<file path="src/include/ems_pkg.sv">
/*
 * Constants for the external memory select and strobe block.
 * Assumes a single 50 MHz system clock and active-low asynchronous reset.
 */
`default_nettype none
package ems_pkg;
    localparam int ADDR_W = 24;            // external address width
    localparam int BANK_MSB = 23;          // bank field top bit
    localparam int BANK_LSB = 22;          // bank field low bit
    localparam int NUM_BANKS = 4;
    localparam int ADDR_TEN_BIT = 10;
    localparam logic [3:0] BANKS_IDLE = 4'hF;
    localparam logic [1:0] SEL_MODE_MEM = 2'h2;  // shared pin in bank select mode
    localparam logic [1:0] SEL_MODE_FLAG = 2'h0;
    localparam logic [1:0] SEL_MODE_ALT = 2'h1;  // interrupt / timer function
    typedef enum logic [1:0] {
        EMS_IDLE = 2'b00,
        EMS_ADDR = 2'b01,
        EMS_STROBE = 2'b11,
        EMS_DONE = 2'b10
    } ems_state_t;
endpackage
`default_nettype wire

</file>
<file path="src/hw/ems_ctrl.sv">
/*
 * External memory select and strobe logic: bank selects, read and write
 * strobes, wait-state acknowledge, sdram address-ten and clock gate.
 * Assumes the processor side presents one request at a time and holds
 * address and data-direction stable until done_out pulses.
 */
// Summary of operation
// - drive the addressed bank select low while that bank is accessed
// - bank selects decoded from address, change with the address lines
// - all bank selects high when no external access is running
// - conditional access asserts bank select even when condition is false
// - sdram address-ten line replaces address bit ten during sdram accesses
// - sdram clock gate output enables or disables sdram clocking
// - selects two and three share flag pins; pull-up only in select mode
// - read strobe low per word read, write strobe low per word written
`default_nettype none
module ems_ctrl #(
    parameter int ADDR_W = ems_pkg::ADDR_W
) (
    input wire logic clk_sys_in,
    input wire logic resetn_in,
    input wire logic req_in,
    input wire logic write_in,
    input wire logic cond_pass_in,
    input wire logic is_sdram_in,
    input wire logic [ADDR_W-1:0] addr_in,
    input wire logic ack_in,
    input wire logic cfg_done_in,
    input wire logic clock_gate_req_in,
    input wire logic sdram_addr_ten_in,
    input wire logic [1:0] sel2_mode_in,
    input wire logic [1:0] sel3_mode_in,
    input wire logic flag2_out_in,
    input wire logic flag2_oe_in,
    input wire logic flag3_out_in,
    input wire logic flag3_oe_in,
    input wire logic timer_expired_in,
    output logic [1:0] bank_select_n_out,
    output logic shared_flag_irq_select_two_out,
    output logic shared_flag_irq_select_two_oe_out,
    output logic shared_flag_irq_select_two_pu_out,
    output logic shared_flag_timer_select_three_out,
    output logic shared_flag_timer_select_three_oe_out,
    output logic shared_flag_timer_select_three_pu_out,
    output logic [ADDR_W-1:0] addr_out,
    output logic address_bit_ten_out,
    output logic sdram_precharge_addr_line_out,
    output logic sdram_clock_gate_out,
    output logic rd_n_out,
    output logic wr_n_out,
    output logic busy_out,
    output logic done_out
);
    ems_pkg::ems_state_t state_ff;
    ems_pkg::ems_state_t nxt_state;
    logic [3:0] sel_n_ff;
    logic [1:0] shared_pin_ff;
    logic [1:0] shared_oe_ff;
    logic [1:0] shared_pu_ff;
    logic [ADDR_W-1:0] addr_ff;
    logic a10_ff;
    logic sdram_precharge_addr_line_ff;
    logic cke_ff;
    logic rd_n_ff;
    logic wr_n_ff;
    logic done_ff;
    logic xfer_ff;
    logic sdram_ff;
    logic [3:0] nxt_sel_n;
    logic busy_ff;
    // one-hot active-low bank decode from the top address bits
    function automatic logic [3:0] bank_decode(input logic [ADDR_W-1:0] a);
        logic [3:0] r;
        r = ems_pkg::BANKS_IDLE;
        r[a[ems_pkg::BANK_MSB:ems_pkg::BANK_LSB]] = 1'b0;
        return r;
    endfunction
    // access sequencer: address phase, strobe phase with waits, done
    always_comb
    begin
        nxt_state = state_ff;
        case (state_ff)
            ems_pkg::EMS_IDLE:
                if (req_in)
                    nxt_state = ems_pkg::EMS_ADDR;
            ems_pkg::EMS_ADDR:
                nxt_state = ems_pkg::EMS_STROBE;
            ems_pkg::EMS_STROBE:
                if (ack_in)
                    nxt_state = ems_pkg::EMS_DONE;
            ems_pkg::EMS_DONE:
                nxt_state = ems_pkg::EMS_IDLE;
            default:
                nxt_state = ems_pkg::EMS_IDLE;
        endcase
    end
    // sequencer state; reset parks it idle
    always_ff @(posedge clk_sys_in or negedge resetn_in)
    begin
        if (!resetn_in)
            state_ff <= ems_pkg::EMS_IDLE;
        else
            state_ff <= nxt_state;
    end

    // capture request attributes; a failed condition still selects the bank
    always_ff @(posedge clk_sys_in or negedge resetn_in)
    begin
        if (!resetn_in)
        begin
            addr_ff <= '0;
            xfer_ff <= 1'b0;
            sdram_ff <= 1'b0;
        end
        else if (state_ff == ems_pkg::EMS_IDLE && req_in)
        begin
            addr_ff <= addr_in;
            xfer_ff <= cond_pass_in;
            sdram_ff <= is_sdram_in;
        end
    end

    // next select pattern, shared so the flag pins stay aligned with banks 0-1
    always_comb
    begin
        nxt_sel_n = sel_n_ff;
        if (state_ff == ems_pkg::EMS_IDLE && req_in)
            nxt_sel_n = bank_decode(addr_in);
        else if (state_ff == ems_pkg::EMS_DONE)
            nxt_sel_n = ems_pkg::BANKS_IDLE;
    end
    // selects load alongside the address bus and drop once the access ends
    always_ff @(posedge clk_sys_in or negedge resetn_in)
    begin
        if (!resetn_in)
            sel_n_ff <= ems_pkg::BANKS_IDLE;
        else
            sel_n_ff <= nxt_sel_n;
    end
    // strobes only for a transfer that really happens; one word per access
    always_ff @(posedge clk_sys_in or negedge resetn_in)
    begin
        if (!resetn_in)
        begin
            rd_n_ff <= 1'b1;
            wr_n_ff <= 1'b1;
        end
        else
        begin
            rd_n_ff <= !(nxt_state == ems_pkg::EMS_STROBE && xfer_ff && !write_in);
            wr_n_ff <= !(nxt_state == ems_pkg::EMS_STROBE && xfer_ff && write_in);
        end
    end

    // status flags registered so busy and done leave straight from flops
    always_ff @(posedge clk_sys_in or negedge resetn_in)
    begin
        if (!resetn_in)
            {busy_ff, done_ff} <= 2'h0;
        else
            {busy_ff, done_ff} <= {nxt_state != ems_pkg::EMS_IDLE, nxt_state == ems_pkg::EMS_DONE};
    end
    // address-ten: sdram line takes over only while sdram accesses run
    always_ff @(posedge clk_sys_in or negedge resetn_in)
    begin
        if (!resetn_in)
        begin
            a10_ff <= 1'b0;
            sdram_precharge_addr_line_ff <= 1'b1;
        end
        else
        begin
            a10_ff <= (state_ff == ems_pkg::EMS_IDLE && req_in) ?
                addr_in[ems_pkg::ADDR_TEN_BIT] : addr_ff[ems_pkg::ADDR_TEN_BIT];
            if (!cfg_done_in)
                sdram_precharge_addr_line_ff <= 1'b1;
            else if (state_ff == ems_pkg::EMS_IDLE && req_in && is_sdram_in)
                sdram_precharge_addr_line_ff <= addr_in[ems_pkg::ADDR_TEN_BIT];
            else if (!(sdram_ff && state_ff != ems_pkg::EMS_IDLE))
                sdram_precharge_addr_line_ff <= sdram_addr_ten_in; // refresh runs beside other accesses
        end
    end
    // clock gate held high until the controller is configured
    always_ff @(posedge clk_sys_in or negedge resetn_in)
    begin
        if (!resetn_in)
            cke_ff <= 1'b1;
        else
            cke_ff <= cfg_done_in ? clock_gate_req_in : 1'b1;
    end
    // shared pins: select mode drives the bank select and enables pull-up
    always_ff @(posedge clk_sys_in or negedge resetn_in)
    begin
        if (!resetn_in)
        begin
            shared_pin_ff <= 2'h3;
            shared_oe_ff <= 2'h0;
            shared_pu_ff <= 2'h0;
        end
        else
        begin
            shared_pu_ff[0] <= (sel2_mode_in == ems_pkg::SEL_MODE_MEM);
            shared_pu_ff[1] <= (sel3_mode_in == ems_pkg::SEL_MODE_MEM);
            case (sel2_mode_in)
                ems_pkg::SEL_MODE_MEM:
                begin
                    shared_pin_ff[0] <= nxt_sel_n[2];
                    shared_oe_ff[0] <= 1'b1;
                end
                ems_pkg::SEL_MODE_FLAG:
                begin
                    shared_pin_ff[0] <= flag2_out_in;
                    shared_oe_ff[0] <= flag2_oe_in;
                end
                default:
                begin
                    shared_pin_ff[0] <= 1'b1; // interrupt request: input only
                    shared_oe_ff[0] <= 1'b0;
                end
            endcase
            case (sel3_mode_in)
                ems_pkg::SEL_MODE_MEM:
                begin
                    shared_pin_ff[1] <= nxt_sel_n[3];
                    shared_oe_ff[1] <= 1'b1;
                end
                ems_pkg::SEL_MODE_FLAG:
                begin
                    shared_pin_ff[1] <= flag3_out_in;
                    shared_oe_ff[1] <= flag3_oe_in;
                end
                ems_pkg::SEL_MODE_ALT:
                begin
                    shared_pin_ff[1] <= timer_expired_in;
                    shared_oe_ff[1] <= 1'b1;
                end
                default:
                begin
                    shared_pin_ff[1] <= 1'b1;
                    shared_oe_ff[1] <= 1'b0;
                end
            endcase
        end
    end

    assign bank_select_n_out = sel_n_ff[1:0];
    assign shared_flag_irq_select_two_out = shared_pin_ff[0];
    assign shared_flag_irq_select_two_oe_out = shared_oe_ff[0];
    assign shared_flag_irq_select_two_pu_out = shared_pu_ff[0];
    assign shared_flag_timer_select_three_out = shared_pin_ff[1];
    assign shared_flag_timer_select_three_oe_out = shared_oe_ff[1];
    assign shared_flag_timer_select_three_pu_out = shared_pu_ff[1];
    assign addr_out = addr_ff;
    assign address_bit_ten_out = a10_ff;
    assign sdram_precharge_addr_line_out = sdram_precharge_addr_line_ff;
    assign sdram_clock_gate_out = cke_ff;
    assign rd_n_out = rd_n_ff;
    assign wr_n_out = wr_n_ff;
    assign busy_out = busy_ff;
    assign done_out = done_ff;

    a_idle_deselect: assert property (@(posedge clk_sys_in) disable iff (!resetn_in)
        (state_ff == ems_pkg::EMS_IDLE) |-> (sel_n_ff == ems_pkg::BANKS_IDLE))
        else $error("bank select active while idle");
    a_select_decode: assert property (@(posedge clk_sys_in) disable iff (!resetn_in)
        (state_ff == ems_pkg::EMS_IDLE && req_in) |=> (sel_n_ff == bank_decode(addr_ff)))
        else $error("bank select not decoded from address");
    a_select_with_addr: assert property (@(posedge clk_sys_in) disable iff (!resetn_in)
        $changed(addr_ff) |-> (state_ff == ems_pkg::EMS_ADDR && sel_n_ff != ems_pkg::BANKS_IDLE))
        else $error("address moved without the select");
    a_cond_select: assert property (@(posedge clk_sys_in) disable iff (!resetn_in)
        (state_ff == ems_pkg::EMS_IDLE && req_in && !cond_pass_in) |=>
        (sel_n_ff != ems_pkg::BANKS_IDLE) ##1 (rd_n_ff && wr_n_ff))
        else $error("failed condition must select but not strobe");
    a_ack_wait: assert property (@(posedge clk_sys_in) disable iff (!resetn_in)
        (state_ff == ems_pkg::EMS_STROBE && !ack_in) |=> !done_ff)
        else $error("access completed during wait state");
    a_read_strobe: assert property (@(posedge clk_sys_in) disable iff (!resetn_in)
        (state_ff == ems_pkg::EMS_STROBE && xfer_ff && !write_in) |-> (!rd_n_ff && wr_n_ff))
        else $error("read strobe missing");
    a_write_strobe: assert property (@(posedge clk_sys_in) disable iff (!resetn_in)
        (state_ff == ems_pkg::EMS_STROBE && xfer_ff && write_in) |-> (!wr_n_ff && rd_n_ff))
        else $error("write strobe missing");
    a_unconfig_high: assert property (@(posedge clk_sys_in) disable iff (!resetn_in)
        !cfg_done_in |=> (cke_ff && sdram_precharge_addr_line_ff))
        else $error("clock gate or address-ten low before configuration");
    a_cke_follow: assert property (@(posedge clk_sys_in) disable iff (!resetn_in)
        cfg_done_in |=> (cke_ff == $past(clock_gate_req_in)))
        else $error("clock gate does not follow request");
    a_pullup_mode: assert property (@(posedge clk_sys_in) disable iff (!resetn_in)
        (sel3_mode_in != ems_pkg::SEL_MODE_MEM) |=> !shared_pu_ff[1])
        else $error("pull-up outside select mode");
    a_sdram_a10: assert property (@(posedge clk_sys_in) disable iff (!resetn_in)
        (cfg_done_in && state_ff == ems_pkg::EMS_IDLE && req_in && is_sdram_in) |=>
        (sdram_precharge_addr_line_ff == addr_ff[ems_pkg::ADDR_TEN_BIT]))
        else $error("address-ten not carried on sdram line");
endmodule
`default_nettype wire

</file>
<file path="config.mk">
export PLATFORM = sky130hd
export DESIGN_NAME = ems_ctrl
export DESIGN_NICKNAME = d
export VERILOG_FILES = /design/src/include/ems_pkg.sv /design/src/hw/ems_ctrl.sv
export SDC_FILE = /design/constraint.sdc
export NUM_CORES = 1
export LEC_CHECK = 0
export BUFFER_PORTS_ARGS = -buffer_cell sky130_fd_sc_hd__buf_2
export CORE_MARGIN = 2
export CORE_UTILIZATION = 41
export CTS_CLUSTER_DIAMETER = 40
export DETAILED_ROUTE_END_ITERATION = 8
export PLACE_DENSITY_LB_ADDON = 0.3
export RECOVER_POWER = 100
export SYNTH_ARGS = -nofsm -noshare
export SYNTH_HDL_FRONTEND = slang
export SYNTH_SLANG_ARGS = --single-unit
</file>
<file path="constraint.sdc">
create_clock -name clk_sys_in -period 2.8 [get_ports clk_sys_in]
set_clock_uncertainty 0.15 [all_clocks]
set_input_delay 0.28 -clock clk_sys_in [delete_from_list [all_inputs] [get_ports clk_sys_in]]
set_output_delay 0.28 -clock clk_sys_in [all_outputs]
set_load 0.02 [all_outputs]
</file>
After elaboration in Yosys (flattened, before gate mapping)

Index checks and enable logic that the tools add are counted.

$lt $le $gt $ge: 2
Equality and inequality tests: 9
Mux-type cells: 16
Bitwise logic cells: 1
Reductions and logical operators: 17

Operators by type and width:

| cell                                                | count |
|---|---|
| equality test 2 bit, second input constant          | 6 |
| two-way mux 4 bit                                   | 2 |
| case mux 2 bit (4 select lines)                     | 1 |
| logical AND 1 bit                                   | 7 |
| logical NOT 2 bit                                   | 3 |
| two-way mux 1 bit                                   | 6 |
| case mux 1 bit (2 select lines)                     | 3 |
| nonzero test 2 bit                                  | 3 |
| equality test 2 x 1 -> 1 bit, second input constant | 2 |
| two-way mux 2 bit                                   | 2 |
| inverter 4 bit                                      | 1 |
| logical NOT 1 bit                                   | 3 |
| < comparator 2 x 3 -> 1 bit, second input constant  | 1 |
| != test 3 bit, second input constant                | 1 |
| case mux 1 bit (3 select lines)                     | 1 |
| demux 1 bit (select 2 bit)                          | 1 |
| >= comparator 2 x 1 -> 1 bit, second input constant | 1 |
| OR reduction 2 bit                                  | 1 |

Register bits after elaboration: 45
Input bits: 43
Output and inout port bits: 39
Word-level logic and storage cells: 61

Depth between registers and ports, before layout

Gate-level depths: netlist of run 1.

Depth after elaboration: 7
Gate-level depth with buffers: 5

Least setup slack after synthesis of run 1

No wires, ideal clock.

Path kind: register -> register
Start: register state_ff[1]
End: register addr_ff[10], in the netlist addr_out[10]
Setup time: 0.127 ns
Data arrival time: 1.278 ns
Path slack: 1.245 ns
Cell stages (with the launch flop): 6
Buffers on the path: 3
Cells stage by stage: dfrtp_1 -> buf_6 -> nor3b_4 -> buf_6 -> buf_12 -> mux2_4

Cells in the longest elaborated chain, start to end: 2

Ends and longest elaborated chain:

| item                   | line            | RTL |
|---|---|---|
| from (decl)            | ems_ctrl.sv:54  | `ems_pkg::ems_state_t state_ff;` |
| from (signal assigned) | ems_ctrl.sv:101 | `state_ff <= ems_pkg::EMS_IDLE;` |
| from (signal assigned) | ems_ctrl.sv:103 | `state_ff <= nxt_state;` |
| logical NOT 2 bit      | ems_ctrl.sv:115 | `else if (state_ff == ems_pkg::EMS_IDLE && req_in)` |
| logical AND 1 bit      | ems_ctrl.sv:115 |  |
| to (signal assigned)   | ems_ctrl.sv:117 | `addr_ff <= addr_in;` |
| to (decl)              | ems_ctrl.sv:60  | `logic [ADDR_W-1:0] addr_ff;` |

No other way between the ends.
A chain may end at the register's enable or synchronous reset.

Worst setup path after layout of run 1

Start: register state_ff[0]
End: register a10_ff, in the netlist address_bit_ten_out

Cells in the longest elaborated chain, start to end: 3

Ends and longest elaborated chain:

| item                 | line            | RTL |
|---|---|---|
| logical NOT 2 bit    | ems_ctrl.sv:173 | `a10_ff <= (state_ff == ems_pkg::EMS_IDLE && req_in) ?` |
| logical AND 1 bit    | ems_ctrl.sv:173 |  |
| two-way mux 1 bit    | ems_ctrl.sv:173 |  |
| to (signal assigned) | ems_ctrl.sv:173 |  |
| to (decl)            | ems_ctrl.sv:61  | `logic a10_ff;` |

No other way between the ends.

==> results of run 1 <==
==> metal layers <==
layer,vias to the layer above,share of wire,global-route usage
met5,-,0,0
met2,61,0.43,0.205
met4,0,0.021,0.0755
met3,7,0.10,0.0450
li1,609,-,-
met1,586,0.45,0.179
==> worst register-to-register path: cells and delay by family (launching register included) <==
kind                   cells  cell delay, ns
and+or+nand+nor            1            0.29
buffers and inverters      1            0.44
muxes                      1            0.39
DFF                        1            0.53
==> layout make-up <==
cell class                 count  share of cell area
timing repair buffer          84               0.164
clock buffer                   6              0.0316
inverter                       3             0.00491
multi-input combinational     70               0.260
sequential                    45               0.496
tap                           52              0.0284
clock inverter                 2              0.0153
==> flip-flops by register name, summed over array words and instances (netlist names) <==
register	count
sel_n_ff	4
shared_pin_ff	2
state_ff	2
sdram_precharge_addr_line_out	1
busy_out	1
rd_n_out	1
shared_pu_ff	2
sdram_ff	1
address_bit_ten_out	1
wr_n_out	1
xfer_ff	1
done_out	1
sdram_clock_gate_out	1
shared_oe_ff	2
addr_out	24
==> worst max-delay path by stage <==
stage	startpoint	to	slack [ns]
floorplan	state_ff[1]	addr_out[10]	1.25
global placement	state_ff[0]	addr_out[5]	1.10
detailed placement	state_ff[0]	addr_out[8]	1.06
CTS	state_ff[0]	addr_out[8]	1.05
global route	state_ff[0]	address_bit_ten_out	0.72
finish	state_ff[0]	address_bit_ten_out	0.88
==> power by group through the flow <==
stage               Combinational (mW)  Clock [mW]  Sequential (mW)
floorplan                        0.539           0             1.38
global placement                  1.05           0             1.14
detailed placement                1.06           0             1.14
CTS                               1.06       0.492             1.13
global route                     0.983       0.508             1.17
finish                           0.906       0.469             1.12
==> kinds of logic (layout without fill, tap and decap cells) <==
| family | Yosys count | in the layout |
|---|---|---|
| compound gates | 15 | 15 |
| buf+inv | 12 | 95 |
| fa+ha+maj | 4 | 4 |
| flops | 45 | 45 |
| simple gates | 25 | 25 |
| mux | 26 | 26 |
==> stage by stage <==
step / instance area, µm² / hold WS, ns / worst slack, ns
floorplan: 1880 / -0.166 / 1.25
global placement: 2280 / 0.284 / 1.10
detailed placement: 2280 / 0.285 / 1.06
CTS: 2400 / 0.00500 / 1.05
global route: 2290 / 0.0122 / 0.723
finish: 2290 / -0.0154 / 0.885
==> Yosys cell counts (all sizes together), types with 2 or more instances <==
library cell   n
a211oi         2
a21oi          2
and3b          2
buf            8
dfrtp         35
dfstp         10
ha             4
inv            3
mux2          26
nor2           8
nor2b          5
nor3           3
nor3b          2
o21ai          2
o22a           2
==> results by group, run 1 <==
Status
  – Status: finished, violations left
  – Failing checks: hold timing

Synth
  – Largest cells by area after synthesis: dfrtp_1 (47%), dfstp_2 (14%), mux2_2 (10%)
  – Multiplexer share of the synthesized area: 0.173
  – Syn avg cell area: 14.8 µm²
  – Dominant cell type by area after synthesis: dfrtp_1
  – Post-Syn Nets: around 170
  – Synth Cell Area: 1880 µm²
  – Yosys cell types: 33
  – Share of the synthesized area in the top cell type: 0.465
  – Yosys warns: 0
  – Primary FF master, synth: dfrtp_1
  – Seq/Total Area, Yosys: 0.605
  – Adder-cell area share of the yosys netlist: 0.0266
  – Post-synthesis xor/xnor area fraction: 0
  – FFs w/ async S/R, synth: 1.00
  – Cells after synthesis: 127
  – Simple-Gate Fraction of Synth Area: 0.0804
  – Post-synth EDFFs: 0
  – Largest family of logic cells by synthesized area: multiplexers
  – Compound-cell area share of the yosys netlist: 0.0638
  – Flops & latches, synth: between 40 and 50

Floorplan
  – Die Y-Extent: between 70 and 80 µm
  – Area of the core: about 4400 µm²
  – Initial Util: 0.430
  – Row Count: 24
  – Die area: slightly above 5000 µm²
  – Die X-Extent: between 70 and 80 µm
  – Total I/O pin count: 82

Critical path
  – R2r setup slk: between 0.8 and 0.9 ns
  – Crit path depth: 3
  – Crit path DAT: just under 2 ns
  – Setup CP Type: reg -> reg
  – Worst setup EP type: flop
  – Crit-path slowest cell: dfrtp_1
  – Crit Path Max Fanout: 15
  – CP max stage delay: ~0.53 ns
  – RR Endpoint: address_bit_ten_out
  – Worst R2R Path Depth: 3
  – WP buf/inv: 1
  – Worst path cell trace: nor3b_1 -> clkbuf_1 -> mux2_1
  – Top Family by Delay on Critical Path: flip-flops
  – R2r startpoint: state_ff[0]
  – Crit start category: flop
  – CP required: 2.82 ns

Global route
  – Vias in the first global route: around 1200
  – GRT Overall Usage: 0.138
  – Global-route wire length before repair: 5430 µm
  – Antenna violations before repair: 0
  – Pin count of the biggest net entering global routing: 46
  – Grt ovf: 0

Power and ir drop
  – Leakage: between 1 and 1.5 nW
  – Clk network pwr share: 0.188
  – Cell area power density: between 1000 and 1500 nW/µm²
  – NetSw: approximately 0.92 mW
  – Combinational power share: 0.363
  – Design Power: ~2.5 mW
  – Share of power burned in registers: 0.450
  – Int Pwr: approximately 1.6 mW
  – Peak supply drop: 433 µV
  – Switching power share of the total: 0.368

Clocking
  – Max Buffers Root-to-Sink: 2
  – Worst-skew pair later-pin latency: roughly 0.29 ns
  – Num CTS Buffers: 5
  – Post_cts resized: 0
  – Clock-pin slew on the worst setup and hold paths: ~0.080 ns
  – H-tree depth: 2
  – Sink Count: 45
  – CTS Root Cell: clkbuf_8
  – CTS tree: yes
  – Postcts setup bufs: 0
  – CTS Hold Bufs: 1

Finish
  – Layout cells sized above 1: 0.367
  – Area occupied by multi-input gates: 597 µm²
  – Diodes inserted: 0
  – Area delta synth->final: 21.9%
  – Most common cell after layout, fill and taps aside: clkbuf_1
  – Most frequent cells in the layout: clkbuf_1 (43), buf_2 (40), dfrtp_1 (35)
  – Sequential Area: around 1100 µm²
  – Final net count: 256
  – Post-route insts no fill: between 200 and 300
  – Post-layout util: 0.523
  – FILL cells: approximately 400

Placed design
  – PortBufs: slightly above 80
  – RD Place Congestion: approximately 0.73
  – Count of placed standard cells including taps: between 200 and 300
  – Hpwl dp: between 2000 and 2500 µm

Routing
  – TritonRoute pass-1 iters: 4
  – Avg Vias per Cell: between 4 and 5
  – Remaining DRCs: 0
  – Routed wire length: approximately 3400 µm
  – Remaining antenna violation count: 0
  – Initial DRC count: 25
  – Wire per inst: about 13 µm
  – Vias post-DR: roughly 1300

Timing
  – Hold slack: -0.0154 ns
  – Final hold violations: 21
  – Unrepaired setup endpoints after global routing: false
  – Tcrit/Tclk final: 0.684
  – Worst rel slew slack: 0.357
  – Final min period: 1.92 ns
  – Worst-margin pin slew: approximately 0.97 ns
  – Fin Setup TNS: 0 ns
  – Final setup violation count: 0
  – Max Clock Freq: 522 MHz
  – Pins Over Slew Limit: 0

Run
  – MaxCap Viol Count: 0

Hold path
  – Hold Crit Class: in -> async
Note: power is estimated with default switching activity, not from simulation.
==> run 2, diff against run 1 <==
- clock period: 2.8 -> 1.8 ns (I/O delays scaled with it)
==> run 2 against run 1 <==
The flow now finishes without violations. Clock power rose by 24%. Register-to-register slack worse by 0.66 ns. Critical path depth unchanged. Maximum frequency up 21%. Final cell count up 14%. Die area unchanged. Sequential power grew 53%. Worst hold slack improved by 0.035 ns. Critical path type unchanged. Highest routed layer unchanged.
==> results by group, run 2 (synthesis results as in run 1) <==
Global route
  – Grt ovf: 0 (unchanged)
  – Global-route wire length before repair: 6370 µm (was 5430 µm)
  – Antenna violations before repair: 0 (unchanged)
  – Pin count of the biggest net entering global routing: 25 (was 46)
  – Vias in the first global route: 1370 (was 1247)
  – GRT Overall Usage: 0.162 (was 0.138)

Critical path
  – Crit Path Max Fanout: 9 (was 15)
  – Top Family by Delay on Critical Path: flip-flops (unchanged)
  – Crit-path slowest cell: dfrtp_1 (unchanged)
  – Worst path cell trace: nor3b_4 -> clkbuf_2 -> mux2_1 (was nor3b_1 -> clkbuf_1 -> mux2_1)
  – Worst setup EP type: flop (unchanged)
  – CP required: 1.81 ns (was 2.82 ns)
  – CP max stage delay: 0.42 ns (was 0.53 ns)
  – Setup CP Type: reg -> reg (unchanged)
  – WP buf/inv: 1 (unchanged)
  – Crit path DAT: 1.59 ns (was 1.94 ns)
  – Crit start category: flop (unchanged)

Finish
  – Final instance area: 2660 µm² (was 2290 µm²)
  – FILL cells: 371 (was 412)
  – Sequential Area: 1140 µm² (unchanged)
  – Area occupied by multi-input gates: 617 µm² (was 597 µm²)
  – Most common cell after layout, fill and taps aside: clkbuf_1 (unchanged)
  – Layout cells sized above 1: 0.325 (was 0.367)
  – Diodes inserted: 0 (unchanged)
  – Area delta synth->final: 41.4% (was 21.9%)
  – Max reg flops: 24 (unchanged)
  – Final net count: 292 (was 256)
  – Most frequent cells in the layout: clkbuf_1 (45), buf_2 (38), dfrtp_1 (35) (was clkbuf_1 (43), buf_2 (40), dfrtp_1 (35))

Routing
  – TritonRoute pass-1 iters: 2 (was 4)
  – Vias post-DR: 1384 (was 1263)
  – Avg Vias per Cell: 4.64 (was 4.82)
  – Initial DRC count: 73 (was 25)
  – Wire per inst: 13.1 µm (was 12.8 µm)
  – Remaining DRCs: 0 (unchanged)
  – Remaining antenna violation count: 0 (unchanged)
  – Routed wire length: 3920 µm (was 3360 µm)

Timing
  – Final setup violation count: 0 (unchanged)
  – Final min period: 1.58 ns (was 1.92 ns)
  – Fin Setup TNS: 0 ns (unchanged)
  – Worst rel slew slack: 0.611 (was 0.357)
  – Final hold violations: 0 (was 21)
  – Max Clock Freq: 633 MHz (was 522 MHz)
  – Pins Over Slew Limit: 0 (unchanged)
  – Worst-margin pin slew: 0.584 ns (was 0.965 ns)
  – Tcrit/Tclk final: 0.877 (was 0.684)
  – Unrepaired setup endpoints after global routing: false (unchanged)

Clocking
  – Num CTS Buffers: 5 (unchanged)
  – CTS tree: yes (unchanged)
  – CTS Root Cell: clkbuf_8 (unchanged)
  – Sink Count: 45 (unchanged)
  – Post_cts resized: 0 (unchanged)
  – Clock-pin slew on the worst setup and hold paths: 0.08 ns (about the same)
  – Max Buffers Root-to-Sink: 2 (unchanged)
  – H-tree depth: 2 (unchanged)
  – Worst-skew pair later-pin latency: 0.29 ns (about the same)

Floorplan
  – Initial Util: 0.430 (unchanged)
  – Die X-Extent: 71.8 µm (unchanged)
  – Row Count: 24 (unchanged)
  – Total I/O pin count: 82 (unchanged)
  – Die Y-Extent: 71.8 µm (unchanged)
  – Area of the core: 4380 µm² (unchanged)
  – Die area: 5150 µm² (unchanged)

Run
  – MaxCap Viol Count: 0 (unchanged)

Placed design
  – Hpwl dp: 2540 µm (was 2450 µm)
  – RD Place Congestion: 0.694 (was 0.731)
  – PortBufs: 81 (unchanged)
  – Placement-stage cell area: 2330 µm² (was 2280 µm²)

Power and ir drop
  – Peak supply drop: 750 µV (was 433 µV)
  – Leakage: 1.19 nW (was 1.04 nW)
  – Cell area power density: 1470 nW/µm² (was 1090 nW/µm²)

Status
  – Status: complete, no violations (was finished, violations left)

Hold path
  – Hold Crit Class: in -> reg (was in -> async)
-- run 2: cell count changes in the layout (fill, tap and decap cells not counted), sizes merged --
cell / change
dlygate4sd3: +33
clkbuf: +4
bufinv: -1
-- run 2: stage by stage --
step / std cells / util / hold WS, ns / worst slack [ns] / power (mW)
after floorplan: 127 / - / -0.266 / 0.245 / 2.98
after global placement: 256 / 0.532 / 0.0381 / 0.311 / 3.47
after detailed placement: 256 / 0.532 / 0.0359 / 0.304 / 3.49
after CTS: 298 / 0.628 / 0.0188 / 0.299 / 4.15
after global routing: 298 / 0.607 / 0.0305 / 0.118 / 4.18
final: 298 / 0.607 / 0.0201 / 0.221 / 3.91
-- run 2: area by class of cell --
class                   instances  share of cell area
repair buffers                120               0.281
clock inverters                 1             0.00188
clock buffers                   7              0.0287
well taps                      52              0.0244
inverters                       3             0.00423
multi-input cells              70               0.232
flip-flops and latches         45               0.428
-- run 2: what timing repair did --
action,CTS,global route
endpoints found under the setup margin,0,0
hold buffers,34,0
hold endpoints to repair,47,0
buffers inserted,0,0
-- run 2: path summary, 6_finish.rpt --
path	slack, ns	to	depth (start not counted)	start
max reg2reg	0.22	address_bit_ten_out	3	state_ff[0]
min	0.02	addr_out[23]	2	addr_in[23]
max in group asynchronous	0.63	wr_n_out	3	resetn_in
max	0.22	address_bit_ten_out	3	state_ff[0]
min reg2reg	0.32	wr_n_out	1	xfer_ff
min in group asynchronous	0.27	sdram_ff	2	resetn_in
-- run 2: worst reg2reg max path: stages, from the launching register on --
cell and delay, ns:
dfrtp_1 0.42, nor3b_4 0.24, clkbuf_2 0.28, mux2_1 0.37
-- run 2: metal layers --
metal / share of wire / routed length (µm) / global-route usage
met5: 0 / 0 / 0
met4: 0.010 / 40 / 0.0503
met3: 0.086 / 335 / 0.0520
met2: 0.48 / 1880 / 0.273
met1: 0.42 / 1660 / 0.198
-- run 2: report_power, final --
part	total (mW)	leakage [nW]	internal [mW]	switching (mW)
combinational	1.62	0.625	0.660	0.957
sequential	1.71	0.523	1.49	0.220
clock	0.582	0.0422	0.272	0.309
